### src/verilog/cal_seq_pkg.sv
// Constants and types for the background calibration sequencer
`default_nettype none
package cal_seq_pkg;
  // Register indices; byte address is four times the index
  localparam logic [7:0] IDX_CTRL = 8'h90;
  localparam logic [7:0] IDX_STATUS = 8'h91;
  localparam logic [7:0] IDX_SLEEP = 8'h92;
  localparam logic [7:0] IDX_WAKE = 8'h93;
  localparam logic [7:0] IDX_SRC_DLY = 8'h9A;
  localparam logic [7:0] IDX_MUX_DLY = 8'h9B;
  localparam logic [7:0] IDX_TRIM0 = 8'hA0;
  localparam logic [11:0] ADDR_CTRL = {2'b00, IDX_CTRL, 2'b00};
  localparam logic [11:0] ADDR_STATUS = {2'b00, IDX_STATUS, 2'b00};
  localparam logic [11:0] ADDR_SLEEP = {2'b00, IDX_SLEEP, 2'b00};
  localparam logic [11:0] ADDR_WAKE = {2'b00, IDX_WAKE, 2'b00};
  localparam logic [11:0] ADDR_SRC_DLY = {2'b00, IDX_SRC_DLY, 2'b00};
  localparam logic [11:0] ADDR_MUX_DLY = {2'b00, IDX_MUX_DLY, 2'b00};
  localparam logic [11:0] ADDR_TRIM0 = {2'b00, IDX_TRIM0, 2'b00};
  localparam int NUM_CORES = 6;
  // Control register fields
  localparam int B_CAL_EN = 0;
  localparam int B_BG_EN = 1;
  localparam int B_TRIG_SRC = 2;
  localparam int B_SOFT_TRIG = 3;
  localparam int B_LOW_POWER_CAL_ENABLE = 4;
  localparam int B_LP_MANUAL = 5;
  localparam int B_STAT_SEL = 6;
  localparam int B_FG_OFS = 7;
  localparam int B_BG_OFS = 8;
  localparam int B_OFS_REF = 9;
  localparam int B_MODE = 10;
  localparam logic [1:0] MODE_QUAD = 2'h0;
  localparam logic [1:0] MODE_DUAL = 2'h1;
  localparam logic [1:0] MODE_SINGLE = 2'h2;
  // Values after reset
  localparam logic [11:0] CTRL_RESET = 12'h000;
  localparam logic [15:0] SLEEP_RESET = 16'h0100;
  localparam logic [15:0] WAKE_RESET = 16'h0010;
  localparam logic [7:0] SRC_DLY_RESET = 8'h00;
  localparam logic [7:0] MUX_DLY_RESET = 8'h00;
  localparam logic [7:0] TRIM_RESET = 8'h00;
  // Glitch-reducing settings software is advised to load
  localparam logic [7:0] SRC_DLY_ADVISED = 8'h1F;
  localparam logic [7:0] MUX_DLY_ADVISED = 8'h1E;
  typedef enum logic [3:0] {
    ST_IDLE, ST_FG_START, ST_FG_WAIT, ST_SLEEP, ST_WAKE,
    ST_CAL_START, ST_CAL_WAIT, ST_HOLD, ST_SWAP_SRC, ST_SWAP_MUX
  } seq_state_t;
endpackage
`default_nettype wire

### src/verilog/adc_background_calibration_sequencer.sv
// Background calibration sequencer with APB register slave
// Function
// - Quad: spare core 2 serves cores 0 and 1, spare 3 serves 4 and 5.
// - Dual: spare 2 shared by cores 0 and 1; single: spare 2 serves core 0.
// - Rotate cores endlessly; calibrated spare relieves next core, which is then calibrated.
// - At most one core is under calibration at any time.
// - Low-power mode keeps spares powered down until their calibration turn.
// - Low-power pacing bit: 0 automatic intervals, 1 manual by trigger.
// - Automatic: spare sleeps sleep time, then settles wake time before calibrating.
// - Automatic: swap at calibration end; relieved core becomes spare and sleeps.
// - Manual: spare stays asleep while trigger is high.
// - Manual: trigger low wakes spare; calibration starts after wake delay.
// - Manual: swap only after calibration done and trigger high again.
// - Status select 1 routes calibration-finished signal to status pin.
// - Foreground offset enable does one offset calibration in foreground pass.
// - Background offset enable keeps correcting offset in background calibrations.
// - Foreground offset set before calibration enable gives one-time offset only.
// - Offset results land in trim registers; software writes then blocked.
// - Foreground offset with background enabled calibrates all six cores in quad mode.
// - Spare reference option matches main core offsets to the spare.
`default_nettype none
module adc_background_calibration_sequencer (
  input wire logic pclk,
  input wire logic presetn,
  input wire logic psel,
  input wire logic penable,
  input wire logic pwrite,
  input wire logic [11:0] paddr,
  input wire logic [31:0] pwdata,
  output logic [31:0] prdata,
  output logic pready,
  output logic pslverr,
  input wire logic cal_trigger_pin,
  input wire logic cal_core_done,
  input wire logic trim_wr,
  input wire logic [2:0] trim_core,
  input wire logic [7:0] trim_value,
  output logic cal_start,
  output logic [2:0] cal_core,
  output logic cal_offset_en,
  output logic cal_offset_ref,
  output logic [5:0] core_power,
  output logic [11:0] channel_src,
  output logic cal_status_pin
);
  typedef struct packed {
    cal_seq_pkg::seq_state_t st;
    logic [11:0] ctrl;
    logic [15:0] sleep_dly;
    logic [15:0] wake_dly;
    logic [7:0] src_dly;
    logic [7:0] mux_dly;
    logic [5:0][7:0] trim;
    logic [31:0] prdata;
    logic [1:0] trig_sync;
    logic en_prev;
    logic [15:0] counter;
    logic [2:0] fg_idx;
    logic foreground_cal_done_flag;
    logic cal_finished_signal;
    logic grp;
    logic [1:0] next_slot;
    logic [1:0][2:0] spare;
    logic [3:0][2:0] src;
    logic cal_start;
    logic [2:0] cal_core;
    logic ofs_en;
    logic ofs_ref;
    logic [5:0] power;
    logic stat;
  } seq_t;

  seq_t q;
  seq_t n;
  logic access;
  logic mapped;
  logic trim_hit;
  logic [2:0] trim_sel;
  logic trig;
  logic [1:0] mode;
  logic lp;
  logic manual;
  logic bg;
  logic ofs_busy;
  logic [31:0] rd;

  function automatic logic slot_on(input logic [1:0] m, input int s);
    slot_on = (m == cal_seq_pkg::MODE_QUAD) ||
              (m == cal_seq_pkg::MODE_DUAL && s < 2) || (s == 0);
  endfunction

  function automatic logic grp_on(input logic [1:0] m, input int g);
    grp_on = (m == cal_seq_pkg::MODE_QUAD) || (g == 0);
  endfunction

  // Cores taken through the foreground pass
  function automatic logic core_used(input logic [1:0] m, input int i,
                                     input logic spares);
    case (i)
      0: core_used = 1'b1;
      1: core_used = (m != cal_seq_pkg::MODE_SINGLE);
      2: core_used = spares;
      3: core_used = spares && (m == cal_seq_pkg::MODE_QUAD);
      default: core_used = (m == cal_seq_pkg::MODE_QUAD);
    endcase
  endfunction

  assign mode = q.ctrl[cal_seq_pkg::B_MODE +: 2];
  assign lp = q.ctrl[cal_seq_pkg::B_LOW_POWER_CAL_ENABLE];
  assign manual = q.ctrl[cal_seq_pkg::B_LP_MANUAL];
  assign bg = q.ctrl[cal_seq_pkg::B_BG_EN];
  assign ofs_busy = q.ctrl[cal_seq_pkg::B_FG_OFS] || q.ctrl[cal_seq_pkg::B_BG_OFS];
  // Pin or software bit, as chosen by the trigger source select
  assign trig = q.ctrl[cal_seq_pkg::B_TRIG_SRC] ? q.trig_sync[1]
                                               : q.ctrl[cal_seq_pkg::B_SOFT_TRIG];
  assign access = psel && penable;
  assign trim_hit = (paddr >= cal_seq_pkg::ADDR_TRIM0) &&
                    (paddr <= cal_seq_pkg::ADDR_TRIM0 + 12'h014) && (paddr[1:0] == 2'b00);
  assign trim_sel = 3'(paddr[4:2] - cal_seq_pkg::ADDR_TRIM0[4:2]);

  always_comb begin
    mapped = 1'b1;
    rd = 32'h0000_0000;
    if (trim_hit) begin
      rd = {24'h000000, q.trim[trim_sel]};
    end else begin
      unique case (paddr)
        cal_seq_pkg::ADDR_CTRL: rd = {20'h00000, q.ctrl};
        cal_seq_pkg::ADDR_STATUS: rd = {24'h000000, q.st, q.cal_finished_signal, q.foreground_cal_done_flag, 2'b00};
        cal_seq_pkg::ADDR_SLEEP: rd = {16'h0000, q.sleep_dly};
        cal_seq_pkg::ADDR_WAKE: rd = {16'h0000, q.wake_dly};
        cal_seq_pkg::ADDR_SRC_DLY: rd = {24'h000000, q.src_dly};
        cal_seq_pkg::ADDR_MUX_DLY: rd = {24'h000000, q.mux_dly};
        default: mapped = 1'b0;
      endcase
    end
  end

  always_comb begin
    n = q;
    n.cal_start = 1'b0;
    n.trig_sync = {q.trig_sync[0], cal_trigger_pin};
    n.en_prev = q.ctrl[cal_seq_pkg::B_CAL_EN];
    if (psel && !penable) begin
      n.prdata = rd;
    end
    if (access && pwrite && mapped) begin
      unique case (paddr)
        cal_seq_pkg::ADDR_CTRL: n.ctrl = pwdata[11:0];
        cal_seq_pkg::ADDR_SLEEP: n.sleep_dly = pwdata[15:0];
        cal_seq_pkg::ADDR_WAKE: n.wake_dly = pwdata[15:0];
        cal_seq_pkg::ADDR_SRC_DLY: n.src_dly = pwdata[7:0];
        cal_seq_pkg::ADDR_MUX_DLY: n.mux_dly = pwdata[7:0];
        default: begin
          // Trims belong to the engine while offset calibration is in use
          if (trim_hit && !ofs_busy) begin
            n.trim[trim_sel] = pwdata[7:0];
          end
        end
      endcase
    end
    // Engine results win over a software write in the same cycle
    if (trim_wr && trim_core < 3'h6) begin
      n.trim[trim_core] = trim_value;
    end
    unique case (q.st)
      cal_seq_pkg::ST_IDLE: begin
        // Enable edge starts one foreground pass; offset enable is read as each core starts
        if (q.ctrl[cal_seq_pkg::B_CAL_EN] && !q.en_prev) begin
          n.fg_idx = 3'h0;
          n.foreground_cal_done_flag = 1'b0;
          n.st = cal_seq_pkg::ST_FG_START;
        end
      end
      cal_seq_pkg::ST_FG_START: begin
        if (q.fg_idx == 3'h6) begin
          n.foreground_cal_done_flag = 1'b1;
          if (bg) begin
            n.st = lp ? cal_seq_pkg::ST_SLEEP : cal_seq_pkg::ST_CAL_START;
            n.counter = q.sleep_dly;
          end else begin
            n.st = cal_seq_pkg::ST_IDLE;
          end
        end else if (core_used(mode, int'(q.fg_idx), bg)) begin
          n.cal_start = 1'b1;
          n.cal_core = q.fg_idx;
          n.ofs_en = q.ctrl[cal_seq_pkg::B_FG_OFS];
          n.ofs_ref = 1'b0;
          n.st = cal_seq_pkg::ST_FG_WAIT;
        end else begin
          n.fg_idx = 3'(q.fg_idx + 3'h1);
        end
      end
      cal_seq_pkg::ST_FG_WAIT: begin
        if (cal_core_done) begin
          n.fg_idx = 3'(q.fg_idx + 3'h1);
          n.st = cal_seq_pkg::ST_FG_START;
        end
      end
      cal_seq_pkg::ST_SLEEP: begin
        if (manual) begin
          if (!trig) begin
            n.counter = q.wake_dly;
            n.st = cal_seq_pkg::ST_WAKE;
          end
        end else if (q.counter == 16'h0000) begin
          n.counter = q.wake_dly;
          n.st = cal_seq_pkg::ST_WAKE;
        end else begin
          n.counter = 16'(q.counter - 16'h0001);
        end
      end
      cal_seq_pkg::ST_WAKE: begin
        if (q.counter == 16'h0000) begin
          n.st = cal_seq_pkg::ST_CAL_START;
        end else begin
          n.counter = 16'(q.counter - 16'h0001);
        end
      end
      cal_seq_pkg::ST_CAL_START: begin
        // Only the current group's spare is calibrated: one core at a time
        n.cal_start = 1'b1;
        n.cal_core = q.spare[q.grp];
        n.ofs_en = q.ctrl[cal_seq_pkg::B_BG_OFS];
        n.ofs_ref = q.ctrl[cal_seq_pkg::B_OFS_REF];
        n.cal_finished_signal = 1'b0;
        n.st = cal_seq_pkg::ST_CAL_WAIT;
      end
      cal_seq_pkg::ST_CAL_WAIT: begin
        if (cal_core_done) begin
          n.cal_finished_signal = 1'b1;
          n.counter = {8'h00, q.src_dly};
          n.st = (lp && manual) ? cal_seq_pkg::ST_HOLD
                                : cal_seq_pkg::ST_SWAP_SRC;
        end
      end
      cal_seq_pkg::ST_HOLD: begin
        // Spare stays powered until the trigger returns high
        if (trig) begin
          n.counter = {8'h00, q.src_dly};
          n.st = cal_seq_pkg::ST_SWAP_SRC;
        end
      end
      cal_seq_pkg::ST_SWAP_SRC: begin
        if (q.counter == 16'h0000) begin
          n.counter = {8'h00, q.mux_dly};
          n.st = cal_seq_pkg::ST_SWAP_MUX;
        end else begin
          n.counter = 16'(q.counter - 16'h0001);
        end
      end
      cal_seq_pkg::ST_SWAP_MUX: begin
        if (q.counter == 16'h0000) begin
          // Calibrated spare takes the slot; relieved core is the next spare
          if (mode == cal_seq_pkg::MODE_SINGLE) begin
            n.src[0] = q.spare[0];
            n.spare[0] = q.src[0];
          end else begin
            n.src[{q.grp, q.next_slot[q.grp]}] = q.spare[q.grp];
            n.spare[q.grp] = q.src[{q.grp, q.next_slot[q.grp]}];
            n.next_slot[q.grp] = ~q.next_slot[q.grp];
          end
          n.grp = ~q.grp;
          n.counter = q.sleep_dly;
          n.st = lp ? cal_seq_pkg::ST_SLEEP
                    : cal_seq_pkg::ST_CAL_START;
        end else begin
          n.counter = 16'(q.counter - 16'h0001);
        end
      end
    endcase

    if (!q.ctrl[cal_seq_pkg::B_CAL_EN] || (!bg && q.st > cal_seq_pkg::ST_FG_WAIT)) begin
      n.st = cal_seq_pkg::ST_IDLE;
    end
    if (mode == cal_seq_pkg::MODE_DUAL || mode == cal_seq_pkg::MODE_SINGLE) begin
      n.grp = 1'b0;
    end

    // Spares sleep in low-power mode except during their own turn
    for (int i = 0; i < cal_seq_pkg::NUM_CORES; i++) begin
      n.power[i] = 1'b0;
      for (int s = 0; s < 4; s++) begin
        if (slot_on(mode, s) && q.src[s] == 3'(i)) begin
          n.power[i] = 1'b1;
        end
      end
      for (int g = 0; g < 2; g++) begin
        if (grp_on(mode, g) && q.spare[g] == 3'(i) && bg &&
            q.st > cal_seq_pkg::ST_FG_WAIT &&
            (!lp || (q.grp == 1'(g) && q.st >= cal_seq_pkg::ST_WAKE))) begin
          n.power[i] = 1'b1;
        end
      end
      if ((q.st == cal_seq_pkg::ST_FG_START || q.st == cal_seq_pkg::ST_FG_WAIT) &&
          core_used(mode, i, bg)) begin
        n.power[i] = 1'b1;
      end
    end
    n.stat = q.ctrl[cal_seq_pkg::B_STAT_SEL] ? n.cal_finished_signal
                                            : (n.st != cal_seq_pkg::ST_IDLE);
  end

  always_ff @(posedge pclk or negedge presetn) begin
    if (!presetn) begin
      q <= '0;
      q.st <= cal_seq_pkg::ST_IDLE;
      q.ctrl <= cal_seq_pkg::CTRL_RESET;
      q.sleep_dly <= cal_seq_pkg::SLEEP_RESET;
      q.wake_dly <= cal_seq_pkg::WAKE_RESET;
      q.src_dly <= cal_seq_pkg::SRC_DLY_RESET;
      q.mux_dly <= cal_seq_pkg::MUX_DLY_RESET;
      q.trim <= {6{cal_seq_pkg::TRIM_RESET}};
      q.spare <= {3'h3, 3'h2};
      q.src <= {3'h5, 3'h4, 3'h1, 3'h0};
    end else begin
      q <= n;
    end
  end

  assign prdata = q.prdata;
  assign pready = 1'b1;
  assign pslverr = access && !mapped;
  assign cal_start = q.cal_start;
  assign cal_core = q.cal_core;
  assign cal_offset_en = q.ofs_en;
  assign cal_offset_ref = q.ofs_ref;
  assign core_power = q.power;
  assign channel_src = q.src;
  assign cal_status_pin = q.stat;

  property p_one_core;
    @(posedge pclk) disable iff (!presetn)
    (q.st == cal_seq_pkg::ST_CAL_WAIT || q.st == cal_seq_pkg::ST_FG_WAIT) && !cal_core_done
      |=> !q.cal_start;
  endproperty
  a_one_core: assert property (p_one_core) else $error("second core started");

  property p_quad_group;
    @(posedge pclk) disable iff (!presetn)
    q.cal_start && q.st == cal_seq_pkg::ST_CAL_WAIT && q.grp == 1'b1
      |-> (q.cal_core == 3'h3 || q.cal_core == 3'h4 || q.cal_core == 3'h5);
  endproperty
  a_quad_group: assert property (p_quad_group) else $error("core outside group");

  property p_lp_sleep;
    @(posedge pclk) disable iff (!presetn)
    lp && $past(lp) && q.st == cal_seq_pkg::ST_SLEEP && $past(q.st) == cal_seq_pkg::ST_SLEEP
      |-> !q.power[q.spare[q.grp]];
  endproperty
  a_lp_sleep: assert property (p_lp_sleep) else $error("sleeping spare powered");

  property p_wake_load;
    @(posedge pclk) disable iff (!presetn)
    q.st == cal_seq_pkg::ST_SLEEP ##1 q.st == cal_seq_pkg::ST_WAKE
      |-> q.counter == $past(q.wake_dly);
  endproperty
  a_wake_load: assert property (p_wake_load) else $error("wake delay not loaded");

  property p_manual_sleep;
    @(posedge pclk) disable iff (!presetn)
    q.st == cal_seq_pkg::ST_SLEEP && manual && trig && q.ctrl[cal_seq_pkg::B_CAL_EN] && bg
      && !(access && pwrite) |=> q.st == cal_seq_pkg::ST_SLEEP;
  endproperty
  a_manual_sleep: assert property (p_manual_sleep) else $error("woke on high trigger");

  property p_hold;
    @(posedge pclk) disable iff (!presetn)
    q.st == cal_seq_pkg::ST_HOLD && !trig && q.ctrl[cal_seq_pkg::B_CAL_EN] && bg
      && !(access && pwrite) |=> q.st == cal_seq_pkg::ST_HOLD;
  endproperty
  a_hold: assert property (p_hold) else $error("swap before trigger high");

  property p_auto_swap;
    @(posedge pclk) disable iff (!presetn)
    q.st == cal_seq_pkg::ST_CAL_WAIT && cal_core_done && !(lp && manual) && !(access && pwrite)
      && q.ctrl[cal_seq_pkg::B_CAL_EN] && bg |=> q.st == cal_seq_pkg::ST_SWAP_SRC;
  endproperty
  a_auto_swap: assert property (p_auto_swap) else $error("no swap after calibration");
  property p_status;
    @(posedge pclk) disable iff (!presetn)
    q.st == cal_seq_pkg::ST_CAL_WAIT && cal_core_done && q.ctrl[cal_seq_pkg::B_STAT_SEL]
      && !(access && pwrite) |=> cal_status_pin;
  endproperty
  a_status: assert property (p_status) else $error("finished not on status pin");
  property p_trim_lock;
    @(posedge pclk) disable iff (!presetn)
    access && pwrite && trim_hit && ofs_busy && !trim_wr |=> q.trim == $past(q.trim);
  endproperty
  a_trim_lock: assert property (p_trim_lock) else $error("trim written during offset cal");
endmodule // adc_background_calibration_sequencer
`default_nettype wire

### config.mk
export PLATFORM = sky130hd
export DESIGN_NAME = adc_background_calibration_sequencer
export DESIGN_NICKNAME = d
export VERILOG_FILES = /design/src/verilog/cal_seq_pkg.sv /design/src/verilog/adc_background_calibration_sequencer.sv
export SDC_FILE = /design/constraint.sdc
export NUM_CORES = 1
export LEC_CHECK = 0
export BUFFER_PORTS_ARGS = -buffer_cell sky130_fd_sc_hd__buf_4
export CAP_MARGIN = 20
export CELL_PAD_IN_SITES_DETAIL_PLACEMENT = 0
export CELL_PAD_IN_SITES_GLOBAL_PLACEMENT = 1
export CORE_MARGIN = 2
export CORE_UTILIZATION = 48
export CTS_BUF_LIST = sky130_fd_sc_hd__clkbuf_4 sky130_fd_sc_hd__clkbuf_8
export DETAILED_ROUTE_END_ITERATION = 16
export PLACE_DENSITY_LB_ADDON = 0.1
export SYNTH_ARGS = -nofsm -noshare
export SYNTH_HDL_FRONTEND = slang
export SYNTH_SLANG_ARGS = --single-unit
### constraint.sdc
create_clock -name pclk -period 3.3 [get_ports pclk]
set_clock_uncertainty 0.2 [all_clocks]
set_input_delay 0.66 -clock pclk [delete_from_list [all_inputs] [get_ports pclk]]
set_output_delay 0.66 -clock pclk [all_outputs]
set_load 0.05 [all_outputs]
Word-level counts from Yosys, hierarchy flattened
Index checks and enable logic that the tools add are counted.
- register bits after elaboration: 202
- bits of input ports: 63
- output and inout bits: 59
- word-level logic and storage cells: 368
- bitwise logic cells: 3
- reduce and logical (&&, ||, !) cells: 129
- add/sub/neg operators: 2
- muxes and demuxes: 125
- magnitude comparators: 13
- equality and inequality tests: 63
- operators by type and width (operator ; number):
    $mux 48 ; 4
    $mux 16 ; 10
    $pmux 16 s7 ; 1
    $bwmux 48 ; 2
    $pmux 16 s6 ; 1
    $logic_and 1x1->1 ; 83
    $eq 12x10->1 const B ; 6
    $mux 4 ; 15
    $mux 1 ; 54
    $demux 8 s3 ; 2
    $eq 3x2->1 const B ; 14
    $mux 21 ; 2
    $pmux 4 s10 ; 1
    $eq 3x3->1 const B ; 13
    $mux 3 ; 12
    $mux 32 ; 1
    $bmux 8 s3 ; 1
    $mux 8 ; 3
    $ne 2x2->1 const B ; 11
    $eq 3x1->1 const B ; 7
    $logic_not 3->1 ; 7
    $eq 4x3->1 const B ; 4
    $logic_not 16->1 ; 1
    $sub 16x1->16 const B ; 1
    47 further kinds ; 79

Longest topological paths before layout
Gate-level depths: netlist of run 1.
- word-level depth: 11
- gate-level depth with buffers: 12
- depth with buffers taken out: 8

Least setup slack after synthesis of run 1
OpenSTA, ideal clock, no wires.
- path kind: input port to flip-flop
- start: input port paddr[11]
- end: register q[106] in the netlist's numbering
- stages: 8
- setup time: 145 ps
- path slack: 263 ps
- buffers on the path: 2
- data required time: 2955 ps
- arrival: 2692 ps
- path through: or4b_1 or3_1 buf_2 nor4_2 nand3b_1 clkbuf_1 mux2i_1 o21ai_0
- RTL lines (what ; line ; text):
    from (decl) ; adc_background_calibration_sequencer.sv:28 ; input wire logic [11:0] paddr,
    to (signal assigned) ; adc_background_calibration_sequencer.sv:317 ; q <= n;
    to (decl) ; adc_background_calibration_sequencer.sv:73 ; seq_t q;

Final worst setup path of run 1
- start: input port paddr[11]
- end: output port pslverr
- word-level cells in the longest chain between the ends: 6
- elaborated cells on any way between the ends: 15
- those cells by class: order compare (2); eq/ne (6); mux (2); reduce/logical (5)
- RTL lines (what ; line ; text):
    $ge 12x10->1, or another cell as far along ; adc_background_calibration_sequencer.sv:117 ; assign trim_hit = (paddr >= cal_seq_pkg::ADDR_TRIM0) &&
    $logic_and 1x1->1 or $reduce_or 6->1 (tied branches) ; n/a ;
    $logic_and 1x1->1 or $mux 1 (tied branches) ; adc_background_calibration_sequencer.sv:118, adc_background_calibration_sequencer.sv:127 ;
    $mux 1 (*) ; adc_background_calibration_sequencer.sv:124 ; if (trim_hit) begin
    $logic_not 1->1 (*) ; adc_background_calibration_sequencer.sv:323 ; assign pslverr = access && !mapped;
    $logic_and 1x1->1 (*) ; adc_background_calibration_sequencer.sv:323 ;
    to (decl) ; adc_background_calibration_sequencer.sv:32 ; output logic pslverr,
Every way passes the cells marked *; elsewhere a longest branch is shown, timed or not.

==> results of run 1 <==
## per-layer routing
metal | share of wire [%] | routed length (µm) | vias up
li1 | - | - | 4229
met1 | 46 | 14600 | 4478
met2 | 48 | 15300 | 251
met3 | 5.2 | 1680 | 30
met4 | 1.4 | 442 | 0
met5 | 0 | 0 | -
## area by class of cell
cell class / count / share of cell area [%]
clock buffer: 18 / 1.95
clock inverter: 14 / 1.00
inverter: 22 / 0.668
multi-input combinational: 815 / 45.7
sequential: 186 / 37.7
tap: 285 / 2.88
timing repair buffer: 157 / 10.1
## layout by cell type, fill, tap and decap left out, types with 8 or more instances in the layout
master	count
mux4_2	8
and3_1	8
a21oi_1	56
nand2_1	107
buf_4	151
o31ai_1	19
nand2b_1	10
a221o_1	9
conb_1	17
clkbuf_8	18
a222oi_1	14
nor2_1	74
nor2b_1	13
a211oi_1	13
mux2i_1	73
nor3_1	25
inv_1	22
nor3b_1	10
a22oi_1	12
o21ai_0	95
nand3_1	19
nor4_1	9
dfstp_2	9
mux2_2	75
a31oi_1	10
dfrtp_1	177
ha_1	9
## report_power, final
part | internal, mW | leakage (nW) | total, mW | switching (mW)
clock network | 0.565 | 0.191 | 1.49 | 0.929
logic | 0.173 | 2.97 | 0.424 | 0.251
registers | 2.39 | 2.45 | 2.45 | 0.0608
total | 3.13 | 5.61 | 4.37 | 1.24
## stage by stage
step	hold slack [ns]	setup slack [ns]	instances	power (mW)	area (µm²)
after floorplan	0.131	0.263	1152	2.75	11100
after global placement	0.134	0.0588	1465	2.91	12000
after detailed placement	0.142	0.00915	1465	2.93	12000
after CTS	0.0180	0.182	1497	4.42	12400
after global routing	0.0386	0.0950	1497	4.57	12400
final	0.00953	0.181	1497	4.37	12400
## cell families (layout without fill, tap and decap cells)
kind of cell	count (synthesis)	count (layout)	share of synthesized area, %
mux	156	156	15.9
compound gates	295	295	17.7
other cells	2	17	0.0679
flops	186	186	42.2
buf+inv	151	211	7.26
fa+ha+maj	9	9	1.02
simple gates	331	331	15.3
xor+xnor	7	7	0.554
## path summary, 6_finish.rpt
check	start	endpoint	slack [ns]	depth (start not counted)
worst max-delay path	paddr[11]	pslverr	0.18	7
worst min-delay path	presetn	q[199]$_DFF_PN0_	0.01	1
worst max register to register	q[39]$_DFFE_PN0P_	flip-flop	0.28	10
worst min register to register	n[57]$_DFF_PN0_	q[57]$_DFF_PN0_	0.16	0
max in group asynchronous	presetn	async pin	2.08	2
min in group pclk	cal_trigger_pin	n[57]$_DFF_PN0_	0.09	1
==> flow_metrics.tcl, run 1 <==
set metrics [dict create \
    cts_sinks 186 \
    wl_per_cell_um 21.4 \
    cts_setup_buffers 0 \
    die_w_um 156 \
    cts_resized 0 \
    fmax_mhz 321 \
    cts-root-buf "clkbuf_8" \
    core_mm2 0.0226 \
    gr-total-overflow 0 \
    crit_buf_inv 3 \
    drt_pass1_iterations 6 \
    yosys-top-cells-count "dfrtp_1 (177), nand2_1 (107), o21ai_0 (95)" \
    period_minus_slack_ns 3.12 \
    dieHeight_um 156 \
    yosysTopAreaCell "dfrtp_1" \
    use_met2_pct 44.3 \
    ctsHtreeMaxLevel 4 \
    yosys.area.top_type_share_pct 40.1 \
    drv_cap 0 \
    status "complete, no violations" \
    startpoint_type "primary input" \
    worstPathMaxFanout 3 \
    start_util_pct 48.8 \
    seqCellArea_mm2 0.00467 \
    ir_drop_mv 0.217 \
    worstPathArrival_ns 2.26 \
    ant_nets 0 \
    cpLargestDelayFamily "simple AND/OR/NAND/NOR gates" \
    cts_buffers 17 \
    worst_pin_slew_ns 0.749 \
    synth_area_leaders "dfrtp_1 (40%), mux2_2 (7.6%), mux2i_1 (6.6%)" \
    clockBufferDepth 2 \
    p_per_area_mw_per_mm2 354 \
    avgSynthCellArea_um2 9.73 \
    multi_input_area_mm2 0.00565 \
    rows 55 \
    antennaDiodeCount 0 \
    port-buffer-count 88 \
    place_congestion 0.858 \
    ctsHoldBuffers 0 \
    crit_chain "buf_4 > or4b_1 > or3_1 > a21oi_1 > buf_4 > nor2_1 > buf_4" \
    drive_above_1_share_pct 25.1 \
    async_flop_share_pct 100 \
    grt_pass1_vias 8668 \
    ys_ff_latch 186 \
    clk_pin_slew_worst_paths_ns 0.10 \
    cp_common_cell "buf_4" \
    final_core_util_pct 54.6 \
    cts_tree "yes" \
    syn_inst 1137 \
    fillCellCount 2064 \
    io_pins 122 \
    cp.required_ns 2.44 \
    rsz0062_at_grt "no" \
    area_delta_synth_final_pct 11.8 \
    synth_edf_count 0 \
    grt_max_degree 71 \
    hold_class "primary input to async pin" \
    ys_seq_area_share_pct 42.2 \
    yosysUniqueCellTypes 82 \
    setup_viol 0 \
    antenna_found_initial 0 \
    grt_pass1_wl_mm 51.0 \
    grt_use_met1_pct 39.4 \
    totalWireLength_mm 32.1 \
    hold_violations 0 \
    p_leak_nw 5.61 \
    vias_per_cell 6.00 \
    worst-setup-path-type "primary input to output port" \
    netlist_area_mm2 0.0111 \
    dp_hpwl_mm 23.8 \
    synth_ff_type "dfrtp_1" \
    route.vias.total 8988 \
    fin_nets 1271 \
    critPathMaxStageDelay_ns 0.57 \
    cp_slowest_cell "or4b_1" \
    gr-usage-met3_pct 4.06 \
    yosysWarnings 0 \
    slew_headroom_pct 49.8 \
    fin_crit_sh_pct 94.5 \
    dieArea_mm2 0.0243 \
    cp-end-kind "output port" \
    post-synth-top-count-cell "dfrtp_1" \
    drc 0 \
    groute.usage.overall_pct 27.4 \
    drtIter0Drc 729 \
    finalMaxSlewViolations 0 \
    clk_latency_ns 0.47 \
    top_usage_layer "met2" \
    tns_ns 0 \
]
Note: power is estimated with default switching activity, not from simulation.
==> run 2: changes to the inputs <==
--- a/config.mk
+++ b/config.mk
@@ -9,7 +9,6 @@
 export CAP_MARGIN = 20
 export CELL_PAD_IN_SITES_DETAIL_PLACEMENT = 0
 export CELL_PAD_IN_SITES_GLOBAL_PLACEMENT = 1
-export CORE_MARGIN = 2
 export CORE_UTILIZATION = 48
 export CTS_BUF_LIST = sky130_fd_sc_hd__clkbuf_4 sky130_fd_sc_hd__clkbuf_8
 export DETAILED_ROUTE_END_ITERATION = 16
==> run 2 against run 1 <==
Worst setup slack got worse by 0.022 ns. Sequential cell count unchanged. Non-clock buffer count decreased by 1. Via count decreased by 0.27%. Worst hold slack improved by 0.074 ns. Combinational power increased by 0.9%. Count of clock-buffer cells in the layout unchanged. Design area increased by 0.16%. Die area decreased by 2.6%. Clock power increased by 3%. Core utilization increased by 0.088 points. Sequential power about the same.
==> flow_metrics.tcl, run 2 (synthesized netlist as in run 1, its figures left out) <==
set metrics [dict create \
    status "complete, no violations" \
    io_pins 122 \
    wl_per_cell_um 21.2 \
    clockBufferDepth 2 \
    worst-setup-path-type "primary input to output port" \
    setup_viol 0 \
    final_common_cell "dfrtp_1" \
    cp-end-kind "output port" \
    cts_sinks 186 \
    drv_cap 0 \
    drt_pass1_iterations 7 \
    core_mm2 0.0226 \
    grt_pass1_wl_mm 49.5 \
    ctsHtreeMaxLevel 4 \
    slew_headroom_pct 49.5 \
    grt_pass1_vias 8520 \
    ctsHoldBuffers 1 \
    gr-usage-met3_pct 3.95 \
    dieArea_mm2 0.0236 \
    drive_above_1_share_pct 24.9 \
    dp_hpwl_mm 23.3 \
    drtIter0Drc 752 \
    multi_input_area_mm2 0.00565 \
    gr-total-overflow 0 \
    start_util_pct 48.8 \
    startpoint_type "primary input" \
    totalWireLength_mm 31.7 \
    final_cell_mix "dfrtp_1 (177), buf_4 (149), nand2_1 (107)" \
    cts-root-buf "clkbuf_8" \
    dieHeight_um 154 \
    ir_drop_mv 0.263 \
    worst_pin_slew_ns 0.753 \
    use_met2_pct 43.1 \
    p_per_area_mw_per_mm2 357 \
    fin_nets 1270 \
    die_w_um 154 \
    placed_cell_area_mm2 0.0120 \
    port-buffer-count 88 \
    cts_setup_buffers 0 \
    rsz0062_at_grt "no" \
    worstPathMaxFanout 3 \
    clk_pin_slew_worst_paths_ns 0.12 \
    clk_latency_ns 0.47 \
    place_congestion 0.838 \
    top_usage_layer "met2" \
    vias_per_cell 5.99 \
    route.vias.total 8964 \
    cts_tree "yes" \
    fmax_mhz 318 \
    cp.required_ns 2.44 \
    p_leak_nw 5.61 \
    period_minus_slack_ns 3.14 \
    tns_ns 0 \
    drc 0 \
    hold_class "primary input to flip-flop" \
    antennaDiodeCount 0 \
    worstPathArrival_ns 2.28 \
    area_delta_synth_final_pct 12.0 \
    grt_max_degree 63 \
    cts_buffers 17 \
    seqCellArea_mm2 0.00467 \
    final_cell_area_mm2 0.0124 \
    groute.usage.overall_pct 27.5 \
    fin_crit_sh_pct 95.2 \
    hold_violations 0 \
    ant_nets 0 \
    cts_resized 0 \
    antenna_found_initial 0 \
    grt_use_met1_pct 39.3 \
    fillCellCount 2117 \
    finalMaxSlewViolations 0 \
    rows 55 \
]
-- run 2: cell count changes in the layout (fill, tap and decap cells not counted), sizes merged --
cell	before	now
inv	33	31
buf	156	154
dlygate4sd3	0	1
clkinv	2	4
-- run 2: power breakdown --
part	switching (mW)	internal [mW]	total, mW
clock network	0.952	0.582	1.53
logic	0.254	0.174	0.428
registers	0.0599	2.39	2.45
-- run 2: worst max-delay path, stage by stage --
cell and delay, ns:
buf_4 0.10, or4b_1 0.58, or3_1 0.39, a21oi_1 0.19, buf_4 0.15, nor2_1 0.03, buf_4 0.18
-- run 2: final timing paths --
kind / start / end / slack, ns / cells past startpoint
worst max-delay path: paddr[11] / pslverr / 0.16 / 7
worst min-delay path: cal_trigger_pin / n[57]$_DFF_PN0_ / 0.08 / 1
worst max register to register: q[39]$_DFFE_PN0P_ / q[40]$_DFFE_PN0P_ / 0.18 / 10
worst min register to register: n[57]$_DFF_PN0_ / q[57]$_DFF_PN0_ / 0.20 / 0
max in group asynchronous: presetn / q[158]$_DFFE_PN1P_ / 1.54 / 3
min in group asynchronous: presetn / core_power[5]$_DFF_PN0_ / 0.54 / 2
-- run 2: metal layers --
metal / share of wire [%] / up-vias
met4: 2.0 / 0
met2: 46 / 285
met5: 0 / -
met1: 46 / 4415
li1: - / 4223
met3: 5.4 / 41
-- run 2: through the flow --
| stage | utilization (%) | hold slack (ns) | setup slack, ns | cells | total power, mW |
|---|---|---|---|---|---|
| floorplan | - | 0.131 | 0.263 | 1152 | 2.75 |
| global placement | 52.9 | 0.159 | 0.137 | 1463 | 2.91 |
| detailed placement | 52.9 | 0.159 | 0.0940 | 1463 | 2.93 |
| CTS | 54.7 | 0.0477 | 0.179 | 1496 | 4.47 |
| global route | 54.7 | 0.0434 | 0.0211 | 1496 | 4.61 |
| finish | 54.7 | 0.0832 | 0.160 | 1496 | 4.42 |
-- run 2: layout make-up --
type | count | area share, %
clock buffers | 18 | 1.95
clock inverters | 14 | 1.20
inverters | 22 | 0.667
multi-input cells | 815 | 45.6
flip-flops and latches | 186 | 37.7
well taps | 285 | 2.88
repair buffers | 156 | 10.0
==> run 3: changes to the inputs <==
==> constraint.sdc (replaced) <==
create_clock -name pclk -period 3.15 [get_ports pclk]
set_clock_uncertainty 0.2 [all_clocks]
set_input_delay 0.63 -clock pclk [delete_from_list [all_inputs] [get_ports pclk]]
set_output_delay 0.63 -clock pclk [all_outputs]
set_load 0.05 [all_outputs]
==> run 3 against run 2 <==
Die area unchanged. Sequential cell count unchanged. Largest power group unchanged. First-iteration DRC count fell by 4.0%. Critical path type unchanged. Sequential power up 5%. Core utilization rose by 0.83 points. Largest cell class unchanged. Sequential share of layout area decreased by 0.57 points. Final cell count up 1.0%. Non-clock buffer count grew 15. Design area grew 1.5%. Power increased by 5.8%. Register-to-register slack got worse by 0.02 ns. Wire length grew 0.63%.
==> flow_metrics.tcl, run 3 (synthesized netlist as in run 1, its figures left out) <==
set metrics [dict create \
    wl_per_cell_um 21.1 \
    internal_power_mw 3.36 \
    route.vias.total 9023 \
    ctsHoldBuffers 1 \
    die_w_um 154 \
    place_congestion 0.876 \
    clockBufferDepth 2 \
    finalMaxSlewViolations 0 \
    worst-setup-path-type "primary input to output port" \
    clk_latency_ns 0.47 \
    cts-root-buf "clkbuf_8" \
    totalWireLength_mm 31.9 \
    dieHeight_um 154 \
    drt_pass1_iterations 6 \
    cts_buffers 17 \
    grt_pass1_vias 8659 \
    dieArea_mm2 0.0236 \
    drv_cap 0 \
    p_per_area_mw_per_mm2 371 \
    final_cell_mix "dfrtp_1 (177), buf_4 (159), nand2_1 (107)" \
    status "complete, no violations" \
    clkPwrFrac_pct 35.4 \
    fin_nets 1285 \
    drc 0 \
    startpoint_type "primary input" \
    critPathMaxStageDelay_ns 0.57 \
    core_mm2 0.0226 \
    ir_drop_mv 0.223 \
    gr-total-overflow 0 \
    rsz0062_at_grt "no" \
    p_sw_share_pct 28.0 \
    worstPathArrival_ns 2.22 \
    combPwrFrac_pct 9.6 \
    cts_setup_buffers 0 \
    antenna_found_initial 0 \
    port-buffer-count 88 \
    antennaDiodeCount 0 \
    cp_slowest_cell "or4b_1" \
    cp_common_cell "buf_4" \
    setup_viol 0 \
    cts_resized 0 \
    cts_sinks 186 \
    worst_pin_slew_ns 0.759 \
    rows 55 \
    seqPwrFrac_pct 55.0 \
    hold_violations 0 \
    tns_ns 0 \
    area_delta_synth_final_pct 13.7 \
    drtIter0Drc 722 \
    hold_class "primary input to flip-flop" \
    fmax_mhz 328 \
    grt_pass1_wl_mm 50.7 \
    final_core_util_pct 55.5 \
    ant_nets 0 \
    ctsHtreeMaxLevel 4 \
    clk_pin_slew_worst_paths_ns 0.11 \
    start_util_pct 48.8 \
    p_leak_nw 5.71 \
    cp-end-kind "output port" \
    grt_max_degree 60 \
    drive_above_1_share_pct 25.9 \
    slew_headroom_pct 49.1 \
    groute.usage.overall_pct 28.1 \
    fin_crit_sh_pct 96.8 \
    worstPathMaxFanout 3 \
    cts_tree "yes" \
    vias_per_cell 5.97 \
    period_minus_slack_ns 3.05 \
    final_common_cell "dfrtp_1" \
    dp_hpwl_mm 23.6 \
    cp.required_ns 2.32 \
    io_pins 122 \
    crit_chain "buf_4 > or4b_1 > or3_1 > a21oi_1 > buf_4 > nor2_1 > buf_4" \
    netSwitchingPower_mw 1.31 \
]
-- run 3: final timing paths --
path                                   start                        to  slack (ns)  cells after the start
max                                paddr[11]                   pslverr         0.1                      7
min                          cal_trigger_pin           n[57]$_DFF_PN0_        0.05                      1
max reg2reg                q[39]$_DFFE_PN0P_  cal_status_pin$_DFF_PN0_        0.16                      9
min reg2reg                  n[57]$_DFF_PN0_           q[57]$_DFF_PN0_        0.19                      0
max in group asynchronous            presetn                 async pin        1.51                      3
min in group asynchronous            presetn                 async pin        0.49                      2
-- run 3: critical path: cells and delay by family --
| kind | cells | cell delay (ns) |
|---|---|---|
| buffers and inverters | 3 | 0.43 |
| AOI/OAI and AO/OA | 1 | 0.16 |
| and+or+nand+nor | 3 | 1.00 |
-- run 3: routing by layer --
layer  track usage (%)  vias to the layer above  wire, µm
met5                 0                        -         0
met4              8.19                        0       541
met3              3.58                       32      1550
met2              43.3                      277     14800
met1              41.2                     4449     15000
li1                  -                     4265         -
-- run 3: per-stage QoR --
step | power [mW] | setup WS [ns] | hold WS (ns) | cell area, µm² | cells
floorplan | 2.88 | 0.143 | 0.131 | 11100 | 1152
finish | 4.67 | 0.0999 | 0.0539 | 12600 | 1511
global placement | 3.06 | 0.0125 | 0.163 | 12200 | 1478
detailed placement | 3.07 | 0.00377 | 0.157 | 12200 | 1478
global route | 4.87 | 0.0111 | 0.0240 | 12600 | 1511
CTS | 4.71 | 0.102 | 0.0226 | 12600 | 1511
-- run 3: area by class of cell --
cell class / count / area (µm²)
tap: 285 / 357
clock buffer: 18 / 241
fill: 2058 / 10100
timing repair buffer: 171 / 1420
multi-input combinational: 815 / 5650
sequential: 186 / 4670
inverter: 22 / 82.6
clock inverter: 14 / 163
-- run 3: power by group through the flow --
stage	sequential (mW)	combinational, mW	clock (mW)
final	2.57	0.447	1.65
after global routing	2.58	0.499	1.78
after CTS	2.57	0.453	1.69
after detailed placement	2.62	0.451	0
after global placement	2.61	0.444	0
after floorplan	2.60	0.288	0
